<file path="config.mk">
export PLATFORM = sky130hd
export DESIGN_NAME = etec_core
export DESIGN_NICKNAME = d
export VERILOG_FILES = /design/src/logic/etec_pkg.sv /design/src/logic/etec_timer.sv /design/src/logic/etec_core.sv
export SDC_FILE = /design/constraint.sdc
export NUM_CORES = 1
export LEC_CHECK = 0
export ABC_CLOCK_PERIOD_IN_PS = 6300
export BUFFER_PORTS_ARGS = -buffer_cell sky130_fd_sc_hd__buf_2
export CORE_MARGIN = 5
export CORE_UTILIZATION = 50
export CTS_CLUSTER_DIAMETER = 40
export CTS_CLUSTER_SIZE = 30
export DETAILED_ROUTE_END_ITERATION = 7
export MAX_ROUTING_LAYER = met4
export PLACE_DENSITY = 0.74
export SLEW_MARGIN = 30
export SYNTH_ARGS = -nofsm -noshare
export SYNTH_HDL_FRONTEND = slang
export SYNTH_SLANG_ARGS = --single-unit
</file>
<file path="constraint.sdc">
create_clock -name clk_i -period 6.3 [get_ports clk_i]
set_input_delay 0.945 -clock clk_i [delete_from_list [all_inputs] [get_ports clk_i]]
set_output_delay 0.945 -clock clk_i [all_outputs]
set_load 0.01 [all_outputs]
</file>
<file path="src/logic/etec_pkg.sv">
package etec_pkg;

    // ------------------------------------------------------------
    // Register map (byte addresses, one word each)
    // ------------------------------------------------------------
    localparam int AW = 8;
    localparam logic [7:0] OFS_CTRL = 8'h00;
    localparam logic [7:0] OFS_OPEN = 8'h04;
    localparam logic [7:0] OFS_CLOSE = 8'h08;
    localparam logic [7:0] OFS_HIT = 8'h0c;
    localparam logic [7:0] OFS_CMD = 8'h10;
    localparam logic [7:0] OFS_STATUS = 8'h14;
    localparam logic [7:0] OFS_TRCNT = 8'h18;
    // Timer A, timer B, PWM unit: base + index * stride
    localparam logic [7:0] OFS_TMR_BASE = 8'h20;
    localparam logic [7:0] OFS_TMR_LAST = 8'h4c;
    localparam int TMR_IDX_LSB = 4;
    localparam int TMR_IDX_W = 2;
    localparam logic [1:0] TSUB_PRESC = 2'h0;
    localparam logic [1:0] TSUB_CMP = 2'h1;
    localparam logic [1:0] TSUB_CNT = 2'h2;
    localparam logic [1:0] TSUB_CAP = 2'h3;
    localparam int TSUB_LSB = 2;

    // ------------------------------------------------------------
    // Fields and constants
    // ------------------------------------------------------------
    localparam int NTMR = 3;
    localparam int TMR_A = 0;
    localparam int TMR_PWM = 2;
    localparam int TW = 16;
    localparam int PRESC_W = 4;
    localparam int PRESC_EXT_BIT = 4;
    localparam int CMD_RESUME = 0;
    localparam int CMD_TRCLR = 1;
    localparam int NSYNC = 7;
    localparam int NPROBE = 3;
    localparam logic [15:0] ADDR_KNOWN = 16'h2000;
    localparam int TRACE_DEPTH = 256;

    typedef struct packed {
        logic clk_ext;
        logic halt_rst;
        logic wdg_hw;
        logic [2:0] run;
        logic brk_ovf;
        logic brk_trig;
        logic filt_en;
        logic hit_mode;
    } etec_ctrl_t;

    localparam etec_ctrl_t CTRL_RST = 10'h000;

    typedef struct packed {
        logic known;
        logic [3:0] pins;
        logic [15:0] addr;
    } etec_trace_t;

    // Synchroniser lanes: timer A clock, captures, probes, trigger in
    typedef struct packed {
        logic ta_ext;
        logic cap_b;
        logic cap_a;
        logic [2:0] probe;
        logic trig_in;
    } etec_pins_t;

endpackage

</file>
<file path="src/logic/etec_timer.sv">
`timescale 1ns/10ps
module etec_timer #(
    parameter int W = 16,
    parameter int PW = 4
) (
    input wire logic clk_i,
    input wire logic reset_i,
    input wire logic run_i,
    input wire logic [PW-1:0] presc_i,
    input wire logic ext_sel_i,
    input wire logic ext_edge_i,
    input wire logic cap_lvl_i,
    input wire logic [W-1:0] cmp_i,
    output logic [W-1:0] cnt_o,
    output logic [W-1:0] cap_o,
    output logic match_o,
    output logic pwm_o
);
    logic [15:0] pre_ff, nxt_pre;
    logic [W-1:0] cnt_ff, nxt_cnt, cap_ff, nxt_cap;
    logic match_ff, nxt_match, pwm_ff, nxt_pwm, capp_ff, nxt_capp;
    logic [15:0] mask;
    logic tick;

    // ------------------------------------------------------------
    // Prescaler and free-running counter
    // ------------------------------------------------------------
    always_comb begin
        mask = 16'((17'h00001 << presc_i) - 17'h00001);
        tick = ext_sel_i ? ext_edge_i : ((pre_ff & mask) == mask);
        nxt_pre = pre_ff;
        nxt_cnt = cnt_ff;
        nxt_cap = cap_ff;
        nxt_capp = cap_lvl_i;
        nxt_match = 1'b0;
        if (run_i) begin
            nxt_pre = pre_ff + 16'h0001;
            if (tick) begin
                nxt_cnt = cnt_ff + W'(1);
                nxt_match = (cnt_ff == cmp_i);
            end
        end
        // Capture stays live: a frozen counter still gets sampled
        if (cap_lvl_i && !capp_ff) begin
            nxt_cap = cnt_ff;
        end
        nxt_pwm = (cnt_ff < cmp_i);
    end

    always_ff @(posedge clk_i) begin
        if (reset_i) begin
            pre_ff <= 16'h0000;
            cnt_ff <= '0;
            cap_ff <= '0;
            capp_ff <= 1'b0;
            match_ff <= 1'b0;
            pwm_ff <= 1'b0;
        end else begin
            pre_ff <= nxt_pre;
            cnt_ff <= nxt_cnt;
            cap_ff <= nxt_cap;
            capp_ff <= nxt_capp;
            match_ff <= nxt_match;
            pwm_ff <= nxt_pwm;
        end
    end

    assign cnt_o = cnt_ff;
    assign cap_o = cap_ff;
    assign match_o = match_ff;
    assign pwm_o = pwm_ff;

    freeze_hold_a: assert property (
        @(posedge clk_i) disable iff (reset_i)
        !run_i |=> cnt_ff == $past(cnt_ff))
        else $error("counter moved while frozen");

endmodule

</file>
<file path="src/logic/etec_core.sv">
// Overview of operation
// - Trigger-in rising edge halts after instruction
// - Only hardware events drive trigger; trace takes every access until full, unless halted or filtered
// - Open address access starts event window
// - Close address access ends event window
// - Single-address event active only on hits
// - Trigger output mode: window or single hit
// - Pins traced at or above 2000H, else unknown
// - Timers: 16-bit counter, prescaler, compare, capture
// - Per-timer option: freeze or run at break
// - Timer A external clock counts only while timer A runs
// - PWM unit has same freeze option
// - Watchdog enabled by software or hardware
// - Halt with watchdog on resets when enabled
// - CPU clock: on-board 16 MHz or external
// - Trace filter gates recording by same events
// - Break on trace overflow halts when full
`timescale 1ns/10ps
module etec_core #(
    parameter int DEPTH = etec_pkg::TRACE_DEPTH
) (
    input wire logic clk_i,
    input wire logic reset_i,
    input wire logic [7:0] avs_address_i,
    input wire logic avs_read_i,
    input wire logic avs_write_i,
    input wire logic [31:0] avs_writedata_i,
    input wire logic [3:0] avs_byteenable_i,
    output logic [31:0] avs_readdata_o,
    output logic avs_waitrequest_o,
    input wire logic [15:0] cpu_addr_i,
    input wire logic cpu_access_i,
    input wire logic instr_done_i,
    input wire logic halt_instr_i,
    input wire logic wdg_sw_enable_i,
    input wire logic break_i,
    input wire logic trigger_input_pin_i,
    input wire logic [2:0] probe_i,
    input wire logic timer_a_external_clock_i,
    input wire logic [1:0] capture_i,
    output logic trigger_output_pin_o,
    output logic trace_valid_o,
    output etec_pkg::etec_trace_t trace_data_o,
    output logic halted_o,
    output logic chip_reset_o,
    output logic wdg_on_o,
    output logic clk_ext_sel_o,
    output logic [2:0] tmr_pwm_o,
    output logic [2:0] tmr_match_o
);
    localparam int CW = $clog2(DEPTH + 1);

    // ------------------------------------------------------------
    // Helpers
    // ------------------------------------------------------------
    function automatic logic [31:0] be_merge(input logic [31:0] old,
                                             input logic [31:0] wd,
                                             input logic [3:0] be);
        logic [31:0] r;
        r = old;
        for (int b = 0; b < 4; b++) begin
            if (be[b]) begin
                r[b*8 +: 8] = wd[b*8 +: 8];
            end
        end
        return r;
    endfunction

    function automatic logic [1:0] tmr_idx(input logic [7:0] a);
        logic [7:0] d;
        d = a - etec_pkg::OFS_TMR_BASE;
        return d[etec_pkg::TMR_IDX_LSB +: etec_pkg::TMR_IDX_W];
    endfunction

    function automatic logic tmr_hit(input logic [7:0] a);
        return a >= etec_pkg::OFS_TMR_BASE && a <= etec_pkg::OFS_TMR_LAST;
    endfunction

    // ------------------------------------------------------------
    // Pin synchronisers
    // ------------------------------------------------------------
    etec_pkg::etec_pins_t sync1_ff, sync2_ff, sync3_ff, pins_raw;
    logic trig_rise, ta_edge;

    assign pins_raw = {timer_a_external_clock_i, capture_i[1], capture_i[0],
                       probe_i, trigger_input_pin_i};

    always_ff @(posedge clk_i) begin
        if (reset_i) begin
            sync1_ff <= '0;
            sync2_ff <= '0;
            sync3_ff <= '0;
        end else begin
            sync1_ff <= pins_raw;
            sync2_ff <= sync1_ff;
            sync3_ff <= sync2_ff;
        end
    end

    assign trig_rise = sync2_ff.trig_in && !sync3_ff.trig_in;
    // Edge detection never stops, but edges seen while timer A is frozen are not counted
    assign ta_edge = sync2_ff.ta_ext && !sync3_ff.ta_ext;

    // ------------------------------------------------------------
    // Register file and Avalon slave
    // ------------------------------------------------------------
    etec_pkg::etec_ctrl_t ctrl_ff, nxt_ctrl;
    logic [15:0] open_ff, nxt_open, close_ff, nxt_close, hit_ff, nxt_hit;
    logic [7:0] presc_ff [etec_pkg::NTMR], nxt_presc [etec_pkg::NTMR];
    logic [15:0] cmp_ff [etec_pkg::NTMR], nxt_cmp [etec_pkg::NTMR];
    logic [15:0] cnt_w [etec_pkg::NTMR], cap_w [etec_pkg::NTMR];
    logic [31:0] rdata_ff, nxt_rdata, rd_mux, wr_word;
    logic ack_ff, nxt_ack, req, wr_en, cmd_resume, cmd_trclr;
    logic [1:0] ti;
    logic [1:0] ts;
    logic trig_ff, win_ff, halted_ff, pend_ff;
    logic [CW-1:0] tcnt_ff;
    logic trace_full;

    assign req = avs_read_i || avs_write_i;
    assign avs_waitrequest_o = req && !ack_ff;
    assign wr_en = avs_write_i && ack_ff;
    assign ti = tmr_idx(avs_address_i);
    assign ts = avs_address_i[etec_pkg::TSUB_LSB +: 2];
    assign cmd_resume = wr_en && avs_address_i == etec_pkg::OFS_CMD
                        && avs_byteenable_i[0]
                        && avs_writedata_i[etec_pkg::CMD_RESUME];
    assign cmd_trclr = wr_en && avs_address_i == etec_pkg::OFS_CMD
                       && avs_byteenable_i[0]
                       && avs_writedata_i[etec_pkg::CMD_TRCLR];

    always_comb begin
        rd_mux = 32'h00000000;
        case (avs_address_i)
            etec_pkg::OFS_CTRL: rd_mux = 32'(ctrl_ff);
            etec_pkg::OFS_OPEN: rd_mux = 32'(open_ff);
            etec_pkg::OFS_CLOSE: rd_mux = 32'(close_ff);
            etec_pkg::OFS_HIT: rd_mux = 32'(hit_ff);
            etec_pkg::OFS_STATUS: rd_mux = 32'({trace_full, pend_ff,
                                              halted_ff, win_ff, trig_ff});
            etec_pkg::OFS_TRCNT: rd_mux = 32'(tcnt_ff);
            default: begin
                if (tmr_hit(avs_address_i)) begin
                    case (ts)
                        etec_pkg::TSUB_PRESC: rd_mux = 32'(presc_ff[ti]);
                        etec_pkg::TSUB_CMP: rd_mux = 32'(cmp_ff[ti]);
                        etec_pkg::TSUB_CNT: rd_mux = 32'(cnt_w[ti]);
                        etec_pkg::TSUB_CAP: rd_mux = 32'(cap_w[ti]);
                        default: rd_mux = 32'h00000000;
                    endcase
                end
            end
        endcase
    end

    always_comb begin
        nxt_ack = req && !ack_ff;
        nxt_rdata = (avs_read_i && !ack_ff) ? rd_mux : rdata_ff;
        nxt_ctrl = ctrl_ff;
        nxt_open = open_ff;
        nxt_close = close_ff;
        nxt_hit = hit_ff;
        nxt_presc = presc_ff;
        nxt_cmp = cmp_ff;
        wr_word = be_merge(rd_mux, avs_writedata_i, avs_byteenable_i);
        if (wr_en) begin
            case (avs_address_i)
                etec_pkg::OFS_CTRL: nxt_ctrl = wr_word[9:0];
                etec_pkg::OFS_OPEN: nxt_open = wr_word[15:0];
                etec_pkg::OFS_CLOSE: nxt_close = wr_word[15:0];
                etec_pkg::OFS_HIT: nxt_hit = wr_word[15:0];
                default: begin
                    if (tmr_hit(avs_address_i) && ts == etec_pkg::TSUB_PRESC)
                    begin
                        nxt_presc[ti] = wr_word[7:0];
                    end
                    if (tmr_hit(avs_address_i) && ts == etec_pkg::TSUB_CMP)
                    begin
                        nxt_cmp[ti] = wr_word[15:0];
                    end
                end
            endcase
        end
    end

    always_ff @(posedge clk_i) begin
        if (reset_i) begin
            ack_ff <= 1'b0;
            rdata_ff <= 32'h00000000;
            ctrl_ff <= etec_pkg::CTRL_RST;
            open_ff <= 16'h0000;
            close_ff <= 16'h0000;
            hit_ff <= 16'h0000;
            for (int i = 0; i < etec_pkg::NTMR; i++) begin
                presc_ff[i] <= 8'h00;
                cmp_ff[i] <= 16'h0000;
            end
        end else begin
            ack_ff <= nxt_ack;
            rdata_ff <= nxt_rdata;
            ctrl_ff <= nxt_ctrl;
            open_ff <= nxt_open;
            close_ff <= nxt_close;
            hit_ff <= nxt_hit;
            presc_ff <= nxt_presc;
            cmp_ff <= nxt_cmp;
        end
    end

    assign avs_readdata_o = rdata_ff;

    // ------------------------------------------------------------
    // Hardware events, trigger output and trace
    // ------------------------------------------------------------
    logic open_acc, close_acc, hit_acc, ev_active, rec, nxt_trig, nxt_win;
    logic nxt_halted, nxt_pend, nxt_tvalid, nxt_creset, wdg_sw_ff;
    logic nxt_wdg_sw, wdg_on, tvalid_ff, creset_ff, at_full;
    logic [CW-1:0] nxt_tcnt;
    etec_pkg::etec_trace_t tdata_ff, nxt_tdata;

    assign open_acc = cpu_access_i && cpu_addr_i == open_ff;
    assign close_acc = cpu_access_i && cpu_addr_i == close_ff;
    assign hit_acc = cpu_access_i && cpu_addr_i == hit_ff;
    assign trace_full = tcnt_ff == CW'(DEPTH);
    assign wdg_on = ctrl_ff.wdg_hw || wdg_sw_ff;

    always_comb begin
        // An open access wins over a close access in the same cycle
        nxt_win = open_acc || (win_ff && !close_acc);
        ev_active = ctrl_ff.hit_mode ? hit_acc : nxt_win;
        nxt_trig = ev_active;
        rec = cpu_access_i && !halted_ff && !trace_full
              && (!ctrl_ff.filt_en || ev_active);
        at_full = rec && tcnt_ff == CW'(DEPTH - 1);
        nxt_tvalid = rec;
        nxt_tdata = tdata_ff;
        nxt_tcnt = cmd_trclr ? '0 : tcnt_ff;
        if (rec) begin
            nxt_tcnt = tcnt_ff + CW'(1);
            nxt_tdata.addr = cpu_addr_i;
            // Pin lanes only exist for code at or above the boundary
            nxt_tdata.known = cpu_addr_i >= etec_pkg::ADDR_KNOWN;
            nxt_tdata.pins = nxt_tdata.known
                             ? {sync2_ff.trig_in, sync2_ff.probe} : 4'hf;
        end
        // Set wins over a resume written in the same cycle
        nxt_pend = (pend_ff && !cmd_resume)
                   || (ctrl_ff.brk_trig && trig_rise);
        nxt_halted = halted_ff && !cmd_resume;
        if (nxt_pend && instr_done_i) begin
            nxt_halted = 1'b1;
            nxt_pend = 1'b0;
        end
        if (ctrl_ff.brk_ovf && at_full) begin
            nxt_halted = 1'b1;
        end
        nxt_wdg_sw = wdg_sw_ff || wdg_sw_enable_i;
        nxt_creset = halt_instr_i && wdg_on && ctrl_ff.halt_rst;
    end

    always_ff @(posedge clk_i) begin
        if (reset_i) begin
            win_ff <= 1'b0;
            trig_ff <= 1'b0;
            tvalid_ff <= 1'b0;
            tdata_ff <= '0;
            tcnt_ff <= '0;
            pend_ff <= 1'b0;
            halted_ff <= 1'b0;
            wdg_sw_ff <= 1'b0;
            creset_ff <= 1'b0;
        end else begin
            win_ff <= nxt_win;
            trig_ff <= nxt_trig;
            tvalid_ff <= nxt_tvalid;
            tdata_ff <= nxt_tdata;
            tcnt_ff <= nxt_tcnt;
            pend_ff <= nxt_pend;
            halted_ff <= nxt_halted;
            wdg_sw_ff <= nxt_wdg_sw;
            creset_ff <= nxt_creset;
        end
    end

    assign trigger_output_pin_o = trig_ff;
    assign trace_valid_o = tvalid_ff;
    assign trace_data_o = tdata_ff;
    assign halted_o = halted_ff;
    assign chip_reset_o = creset_ff;
    assign wdg_on_o = wdg_on;
    // Only selects the source; the clock mux itself sits on the board
    assign clk_ext_sel_o = ctrl_ff.clk_ext;

    // ------------------------------------------------------------
    // Timers A, B and the PWM unit
    // ------------------------------------------------------------
    logic freeze;
    assign freeze = halted_ff || break_i;

    for (genvar g = 0; g < etec_pkg::NTMR; g++) begin : g_tmr
        logic ext_e, cap_l;
        assign ext_e = (g == etec_pkg::TMR_A) ? ta_edge : 1'b0;
        assign cap_l = (g == 0) ? sync2_ff.cap_a
                     : (g == 1) ? sync2_ff.cap_b : 1'b0;
        etec_timer #(
            .W(etec_pkg::TW),
            .PW(etec_pkg::PRESC_W)
        ) u_tmr (
            .clk_i(clk_i),
            .reset_i(reset_i),
            .run_i(!freeze || ctrl_ff.run[g]),
            .presc_i(presc_ff[g][etec_pkg::PRESC_W-1:0]),
            .ext_sel_i(presc_ff[g][etec_pkg::PRESC_EXT_BIT]),
            .ext_edge_i(ext_e),
            .cap_lvl_i(cap_l),
            .cmp_i(cmp_ff[g]),
            .cnt_o(cnt_w[g]),
            .cap_o(cap_w[g]),
            .match_o(tmr_match_o[g]),
            .pwm_o(tmr_pwm_o[g])
        );
    end

    // ------------------------------------------------------------
    // Checks
    // ------------------------------------------------------------
    halt_trigger_input_pin_a: assert property (
        @(posedge clk_i) disable iff (reset_i)
        ctrl_ff.brk_trig && trig_rise && instr_done_i |=> halted_ff)
        else $error("trigger edge did not halt");
    trig_hit_a: assert property (
        @(posedge clk_i) disable iff (reset_i)
        ctrl_ff.hit_mode |=> trig_ff == $past(hit_acc))
        else $error("hit trigger mismatch");
    win_open_a: assert property (
        @(posedge clk_i) disable iff (reset_i)
        !ctrl_ff.hit_mode && open_acc |=> trig_ff && win_ff)
        else $error("window did not open");
    win_close_a: assert property (
        @(posedge clk_i) disable iff (reset_i)
        !ctrl_ff.hit_mode && close_acc && !open_acc |=> !trig_ff)
        else $error("window did not close");
    win_hold_a: assert property (
        @(posedge clk_i) disable iff (reset_i)
        !ctrl_ff.hit_mode && !nxt_ctrl.hit_mode && win_ff && !close_acc
        |=> trig_ff && win_ff)
        else $error("window dropped early");
    trace_known_a: assert property (
        @(posedge clk_i) disable iff (reset_i)
        trace_valid_o |->
        trace_data_o.known == (trace_data_o.addr >= etec_pkg::ADDR_KNOWN))
        else $error("trace pin validity wrong");
    trace_filter_a: assert property (
        @(posedge clk_i) disable iff (reset_i)
        trace_valid_o && $past(ctrl_ff.filt_en) |-> $past(ev_active))
        else $error("filtered trace without event");
    ovf_break_a: assert property (
        @(posedge clk_i) disable iff (reset_i)
        ctrl_ff.brk_ovf && at_full |=> halted_ff && trace_full)
        else $error("overflow did not halt");
    halt_reset_a: assert property (
        @(posedge clk_i) disable iff (reset_i)
        halt_instr_i && wdg_on |=> chip_reset_o == $past(ctrl_ff.halt_rst))
        else $error("halt reset wrong");

endmodule

</file>
==> results.json, run 1 <==
{
  "ys_warn_count": 0,
  "required_ns": 6.76,
  "crit_path_cell_trace": "buf_2 -> buf_4 -> mux2_2 -> a221oi_1 -> nor4_1 -> a222oi_1 -> a21oi_2 -> nand2_1 -> a21oi_1",
  "grt_pass1_wl_microns": 82900,
  "post_cts.repair.setup_buffers": 0,
  "async_reset_ff_frac": 0,
  "synth.cells.most_frequent": "333 x sky130_fd_sc_hd__dfxtp_1, 274 x sky130_fd_sc_hd__nand2_1, 197 x sky130_fd_sc_hd__nor2_1",
  "drt_first_pass_iters": 6,
  "hold_violations": 0,
  "cap_viol_max_count": 0,
  "worst_setup_path_start_kind": "input port",
  "holdPathEnd": "g_tmr[1].cap_l",
  "area_growth_syn_to_layout_pct": 13.1,
  "synth.lib_cells_used.distinct": 85,
  "main_combinational_cell_family_by_area_after_synthesis": "simple AND/OR/NAND/NOR gates",
  "cts.path.max_buffers": 3,
  "rr_endpoint": "g_tmr[1].u_tmr.cnt_o[13]",
  "yosys-mux-area-fraction": 0.0931,
  "power.leakage_nw": 7.43,
  "synth_area_per_cell_sq_um": 8.43,
  "drc": 0,
  "synthesis.area_sq_um": 17800,
  "vias_per_instance": 6.09,
  "slowest_delay_ns": 0.88,
  "sequential_cell_area_fraction_in_the_yosys_report": 0.374,
  "grt_overflow": 0,
  "post_cts_resized": 0,
  "setup_viol": 0,
  "fin_skew_ns": 0.0348,
  "synth.largest_area_cell": "sky130_fd_sc_hd__dfxtp_1",
  "fmax_mhz": 245,
  "cts_root_buffer_type": "sky130_fd_sc_hd__clkbuf_16",
  "grt_max_degree": 87,
  "dr_total_vias": 16100,
  "routed_wirelength_microns": 53100,
  "yosys.area_share.xor_xnor": 0.0443,
  "timing.critical_path.slowest_stage_cell": "sky130_fd_sc_hd__nor4_1",
  "core_sq_um": 35400,
  "tritoncts.num_buffers": 47,
  "share_of_the_synthesized_area_in_compound_gates_ao_oa_aoi_oai": 0.177,
  "synth-edff-count": 0,
  "rsz0062_at_grt": "no",
  "arrival_ns": 4.54,
  "timing.final.max_slew_violations": 0,
  "post_synth_inst_count": 2112,
  "groute.usage.overall": 0.268,
  "post-synth-top-count-cell": "sky130_fd_sc_hd__dfxtp_1",
  "worst-slew-pin-transition_ns": 1.03,
  "synthTopCellsByArea": "sky130_fd_sc_hd__dfxtp_1 37%, sky130_fd_sc_hd__nand2_1 5.8%, sky130_fd_sc_hd__a21oi_1 4.7%, sky130_fd_sc_hd__mux2i_1 4.4%, sky130_fd_sc_hd__ha_1 4.2%",
  "hold_start": "sync1_ff[5]",
  "timing.final.ws_setup_ns": 2.22,
  "design_power_total_mw": 5.41,
  "fillers": 3142,
  "die_area_sq_um": 39500,
  "criticalPathCategory": "in2reg",
  "place.detailed.hpwl_microns": 37200,
  "avgRoutedWirePerCell_microns": 20.1,
  "worstSkewPairLatency_ns": 0.58,
  "floorplan.initialDensity": 0.503,
  "layout_min_cycle_time_ns": 4.08,
  "drive_above_1_share": 0.145,
  "post_synth_fa_ha_maj_area_fraction": 0.0421,
  "vias_in_the_first_global_route": 15100,
  "gp_congestion": 1.00,
  "clock-sinks": 333,
  "setup.worst_path.end_class": "register",
  "place_worst_setup_slack_ns": 1.99,
  "min_path_cells": 1,
  "io_pins": 142,
  "register_bit_total_from_synthesis": 333,
  "reg2reg_from": "presc_ff[10]",
  "synth_top_cell_area_share": 0.374,
  "route.antenna.remaining_nets": 0,
  "tritoncts": "built",
  "fp-row-count": 69,
  "design.final.nets": 2274,
  "dr.first_iter.drc_count": 1601,
  "run_status": "finished clean",
  "post-route-period-util": 0.648,
  "vdd_ir_drop_max_mv": 0.222,
  "die_y_microns": 199,
  "grt_antenna_before_repair": 1,
  "floorplan.die.width_microns": 199,
  "portBuffers": 107,
  "clkSlewWorstSetupHoldPaths_ns": 0.05,
  "fin_setup_tns_ns": 0,
  "crit_path_max_fanout": 66,
  "synthSimpleGateAreaFrac": 0.210,
  "htree_levels": 2,
  "synthFlopType": "sky130_fd_sc_hd__dfxtp_1",
  "hp-class": "reg2reg",
  "power-per-cell-area_nw_per_um2": 269,
  "cts_hold_buf": 0,
  "reg2reg_slack_ns": 2.77,
  "slew_headroom": 0.308,
  "worst_r2r_path_depth": 10
}
==> cell usage in the layout, fill, tap and decap left out, types with 8 or more instances in the layout <==
cell	instances
sky130_fd_sc_hd__a211o_1	8
sky130_fd_sc_hd__a211oi_1	15
sky130_fd_sc_hd__a21o_1	12
sky130_fd_sc_hd__a21oi_1	167
sky130_fd_sc_hd__a221oi_1	24
sky130_fd_sc_hd__a222oi_1	8
sky130_fd_sc_hd__a22oi_1	20
sky130_fd_sc_hd__and3_1	12
sky130_fd_sc_hd__buf_2	106
sky130_fd_sc_hd__buf_4	13
sky130_fd_sc_hd__clkbuf_16	47
sky130_fd_sc_hd__conb_1	16
sky130_fd_sc_hd__dfxtp_1	333
sky130_fd_sc_hd__ha_1	60
sky130_fd_sc_hd__inv_1	71
sky130_fd_sc_hd__mux2_2	57
sky130_fd_sc_hd__mux2i_1	79
sky130_fd_sc_hd__mux4_2	10
sky130_fd_sc_hd__nand2_1	274
sky130_fd_sc_hd__nand2b_1	11
sky130_fd_sc_hd__nand3_1	54
sky130_fd_sc_hd__nand4_1	37
sky130_fd_sc_hd__nor2_1	197
sky130_fd_sc_hd__nor2b_1	33
sky130_fd_sc_hd__nor3_1	20
sky130_fd_sc_hd__nor4_1	23
sky130_fd_sc_hd__o211ai_1	16
sky130_fd_sc_hd__o21a_1	15
sky130_fd_sc_hd__o21ai_0	58
sky130_fd_sc_hd__o22ai_1	31
sky130_fd_sc_hd__o31ai_1	29
sky130_fd_sc_hd__or3_1	25
sky130_fd_sc_hd__or4_1	28
sky130_fd_sc_hd__xnor2_1	30
sky130_fd_sc_hd__xor2_1	60
==> through the flow <==
stage	area, sq um	std cells	utilization	hold WS, ns
2_1_floorplan	17900	2127	-	0.414
3_3_place_gp	18300	2546	0.518	0.417
3_5_place_dp	18400	2549	0.519	0.433
4_1_cts	20100	2636	0.568	0.448
5_1_grt	20100	2638	0.569	0.471
6_report	20100	2638	0.569	0.438
==> worst max path at each step <==
stage                                start                        to  slack (ns)  depth (start not counted)
after floorplan               presc_ff[18]  g_tmr[0].u_tmr.cnt_o[15]        3.26                         13
after global placement    avs_address_i[5]              presc_ff[13]        2.07                          8
after detailed placement  avs_address_i[4]              presc_ff[15]        1.99                          8
after CTS                 avs_address_i[4]                cmp_ff[37]        2.50                          9
after global routing      avs_address_i[4]                cmp_ff[37]        2.32                          9
final                     avs_address_i[4]                cmp_ff[37]        2.22                          9
==> cell type report <==
| class | count | area, sq um | share of cell area |
|---|---|---|---|
| Clock buffer | 55 | 1270 | 0.0629 |
| Timing Repair Buffer | 124 | 693 | 0.0344 |
| Clock inverter | 32 | 472 | 0.0234 |
| Sequential cell | 333 | 6670 | 0.331 |
| Antenna cell | 1 | 2.50 | 0.000124 |
| Multi-Input combinational cell | 1558 | 10200 | 0.506 |
| Inverter | 74 | 278 | 0.0138 |
| Tap cell | 461 | 577 | 0.0286 |
==> worst max-delay path: cells and delay by family <==
family                 cells  cell delay (ns)
AOI/OAI and AO/OA          4             1.24
buffers and inverters      2             0.97
muxes                      1             0.30
and+or+nand+nor            2             1.03
==> sequential cells by signal, summed over array words and instances, names as in the netlist, 2 cells and up <==
signal / flops
hit_ff: 16
g_tmr.u_tmr.pwm_o: 3
presc_ff: 24
g_tmr.cap_l: 2
sync1_ff: 7
g_tmr.u_tmr.capp_ff: 2
open_ff: 16
g_tmr.u_tmr.pre_ff: 45
avs_readdata_o: 16
g_tmr.u_tmr.cap_o: 32
g_tmr.u_tmr.match_o: 3
tcnt_ff: 9
sync3_ff: 2
sync2_ff: 5
close_ff: 16
g_tmr.u_tmr.cnt_o: 48
trace_data_o: 21
ctrl_ff: 9
cmp_ff: 48
==> cells by family (layout without fill, tap and decap cells) <==
family	Yosys count	count (layout)
buf+inv	236	285
mux	146	146
compound gates	473	473
other cells	1	17
fa+ha+maj	60	60
simple gates	773	773
xor+xnor	90	90
flops	333	333
==> power by group <==
group / switching (mW) / total (mW) / internal [mW] / leakage, nW
clock network: 1.10 / 2.87 / 1.77 / 0.831
logic: 0.250 / 0.367 / 0.118 / 3.91
registers: 0.0287 / 2.17 / 2.14 / 2.70
==> layer usage <==
metal,vias to the layer above,global-route usage,part of all wire
met3,159,0.0525,0.083
met5,-,-,0
met2,707,0.420,0.47
li1,7582,-,-
met4,0,0.105,0.041
met1,7610,0.343,0.41
Note: power is estimated with default switching activity, not from simulation.
==> inputs of run 2 (changes only) <==
--- a/config.mk
+++ b/config.mk
@@ -5,7 +5,7 @@
 export SDC_FILE = /design/constraint.sdc
 export NUM_CORES = 1
 export LEC_CHECK = 0
-export ABC_CLOCK_PERIOD_IN_PS = 6300
+export ABC_CLOCK_PERIOD_IN_PS = 4100
 export BUFFER_PORTS_ARGS = -buffer_cell sky130_fd_sc_hd__buf_2
 export CORE_MARGIN = 5
 export CORE_UTILIZATION = 50
==> constraint.sdc (replaced) <==
create_clock -name clk_i -period 4.1 [get_ports clk_i]
set_input_delay 0.615 -clock clk_i [delete_from_list [all_inputs] [get_ports clk_i]]
set_output_delay 0.615 -clock clk_i [all_outputs]
set_load 0.01 [all_outputs]
==> results.json, run 2 (synthesis results as in run 1) <==
{
  "place.detailed.hpwl_microns": 38500,
  "worst_r2r_path_depth": 10,
  "dr.first_iter.drc_count": 1473,
  "power.leakage_nw": 7.65,
  "tritoncts.num_buffers": 51,
  "slew_headroom": 0.380,
  "io_pins": 142,
  "post-route-period-util": 0.857,
  "instances_no_fill": 2683,
  "vias_in_the_first_global_route": 15300,
  "cap_viol_max_count": 0,
  "fmax_mhz": 285,
  "cts_hold_buf": 0,
  "final_common_cell": "sky130_fd_sc_hd__dfxtp_1",
  "floorplan.die.width_microns": 199,
  "fp-row-count": 69,
  "design_power_total_mw": 8.53,
  "fin_setup_tns_ns": 0,
  "run_status": "finished clean",
  "die_area_sq_um": 39500,
  "required_ns": 4.61,
  "dr_total_vias": 16300,
  "grt_antenna_before_repair": 1,
  "layout.cells.most_common_list": "333 x sky130_fd_sc_hd__dfxtp_1, 274 x sky130_fd_sc_hd__nand2_1, 197 x sky130_fd_sc_hd__nor2_1",
  "criticalPathCategory": "reg2reg",
  "cts_root_buffer_type": "sky130_fd_sc_hd__clkbuf_16",
  "grt_pass1_wl_microns": 83900,
  "crit_path_max_fanout": 26,
  "tritoncts": "built",
  "avgRoutedWirePerCell_microns": 20.2,
  "core_sq_um": 35400,
  "layout_min_cycle_time_ns": 3.51,
  "post_cts_resized": 0,
  "gp_congestion": 1.08,
  "area_growth_syn_to_layout_pct": 15.1,
  "finish.utilization": 0.579,
  "htree_levels": 2,
  "vias_per_instance": 6.07,
  "power-per-cell-area_nw_per_um2": 416,
  "fin_skew_ns": 0.0269,
  "design.final.nets": 2314,
  "hp-class": "in2reg",
  "reg2reg_slack_ns": 0.59,
  "worst_setup_path_start_kind": "register",
  "drc": 0,
  "hold_violations": 0,
  "routed_wirelength_microns": 54200,
  "grt_max_degree": 110,
  "arrival_ns": 4.03,
  "setup_viol": 0,
  "grt_overflow": 0,
  "placed_cell_count": 2586,
  "post_cts.repair.setup_buffers": 0,
  "clkSlewWorstSetupHoldPaths_ns": 0.06,
  "drt_first_pass_iters": 7,
  "drive_above_1_share": 0.163,
  "route.antenna.remaining_nets": 0,
  "clock-sinks": 333,
  "worstSkewPairLatency_ns": 0.59,
  "timing.final.max_slew_violations": 0,
  "portBuffers": 107,
  "worst-slew-pin-transition_ns": 0.928,
  "setup.worst_path.end_class": "register",
  "die_y_microns": 199,
  "cts.path.max_buffers": 3,
  "floorplan.initialDensity": 0.503,
  "min_path_cells": 2,
  "vdd_ir_drop_max_mv": 0.337,
  "rsz0062_at_grt": "no",
  "groute.usage.overall": 0.274
}
## run 2: through the flow
stage	hold WS [ns]	instance area [sq um]	setup WS, ns
6_report	0.197	20500	0.585
5_1_grt	0.181	20500	0.279
4_1_cts	0.173	20500	0.616
3_5_place_dp	0.421	18700	0.607
3_3_place_gp	0.420	18700	0.709
2_1_floorplan	0.414	17900	1.06
## run 2: path summary, 6_finish.rpt
kind	start	to
worst max-delay path	presc_ff[10]	g_tmr[1].u_tmr.cnt_o[10]
worst min-delay path	instr_done_i	pend_ff
worst min register to register	sync1_ff[6]	sync2_ff[6]
worst max register to register	presc_ff[10]	g_tmr[1].u_tmr.cnt_o[10]
## run 2: metal layers
metal  track usage  share of wire  vias up
met3        0.0457          0.078      131
li1              -              -     7678
met1         0.355           0.42     7771
met2         0.431           0.46      699
met5             -              0        -
met4         0.103          0.038        0
## run 2: final cells by class
class                   instances  area [sq um]
inverters                      74           278
clock inverters                38           469
flip-flops and latches        333          6670
clock buffers                  58          1360
repair buffers                160           968
multi-input cells            1558         10200
diodes                          1          2.50
fillers                      3184         14900
well taps                     461           577
## run 2: critical path, stage by stage, from the launching register on
cell	delay [ns]
sky130_fd_sc_hd__dfxtp_1	0.45
sky130_fd_sc_hd__nor3_1	0.34
sky130_fd_sc_hd__nand2b_1	0.11
sky130_fd_sc_hd__ha_1	0.30
sky130_fd_sc_hd__and2_1	0.22
sky130_fd_sc_hd__o21ai_0	0.19
sky130_fd_sc_hd__a21oi_1	0.08
sky130_fd_sc_hd__a211oi_1	0.37
sky130_fd_sc_hd__nand4_2	0.57
sky130_fd_sc_hd__or4_1	0.67
sky130_fd_sc_hd__a21oi_1	0.15
## run 2: where the power goes
group / switching [mW] / total, mW / internal, mW
Combinational: 0.386 / 0.583 / 0.197
Sequential: 0.0452 / 3.33 / 3.29
Clock: 1.72 / 4.61 / 2.89
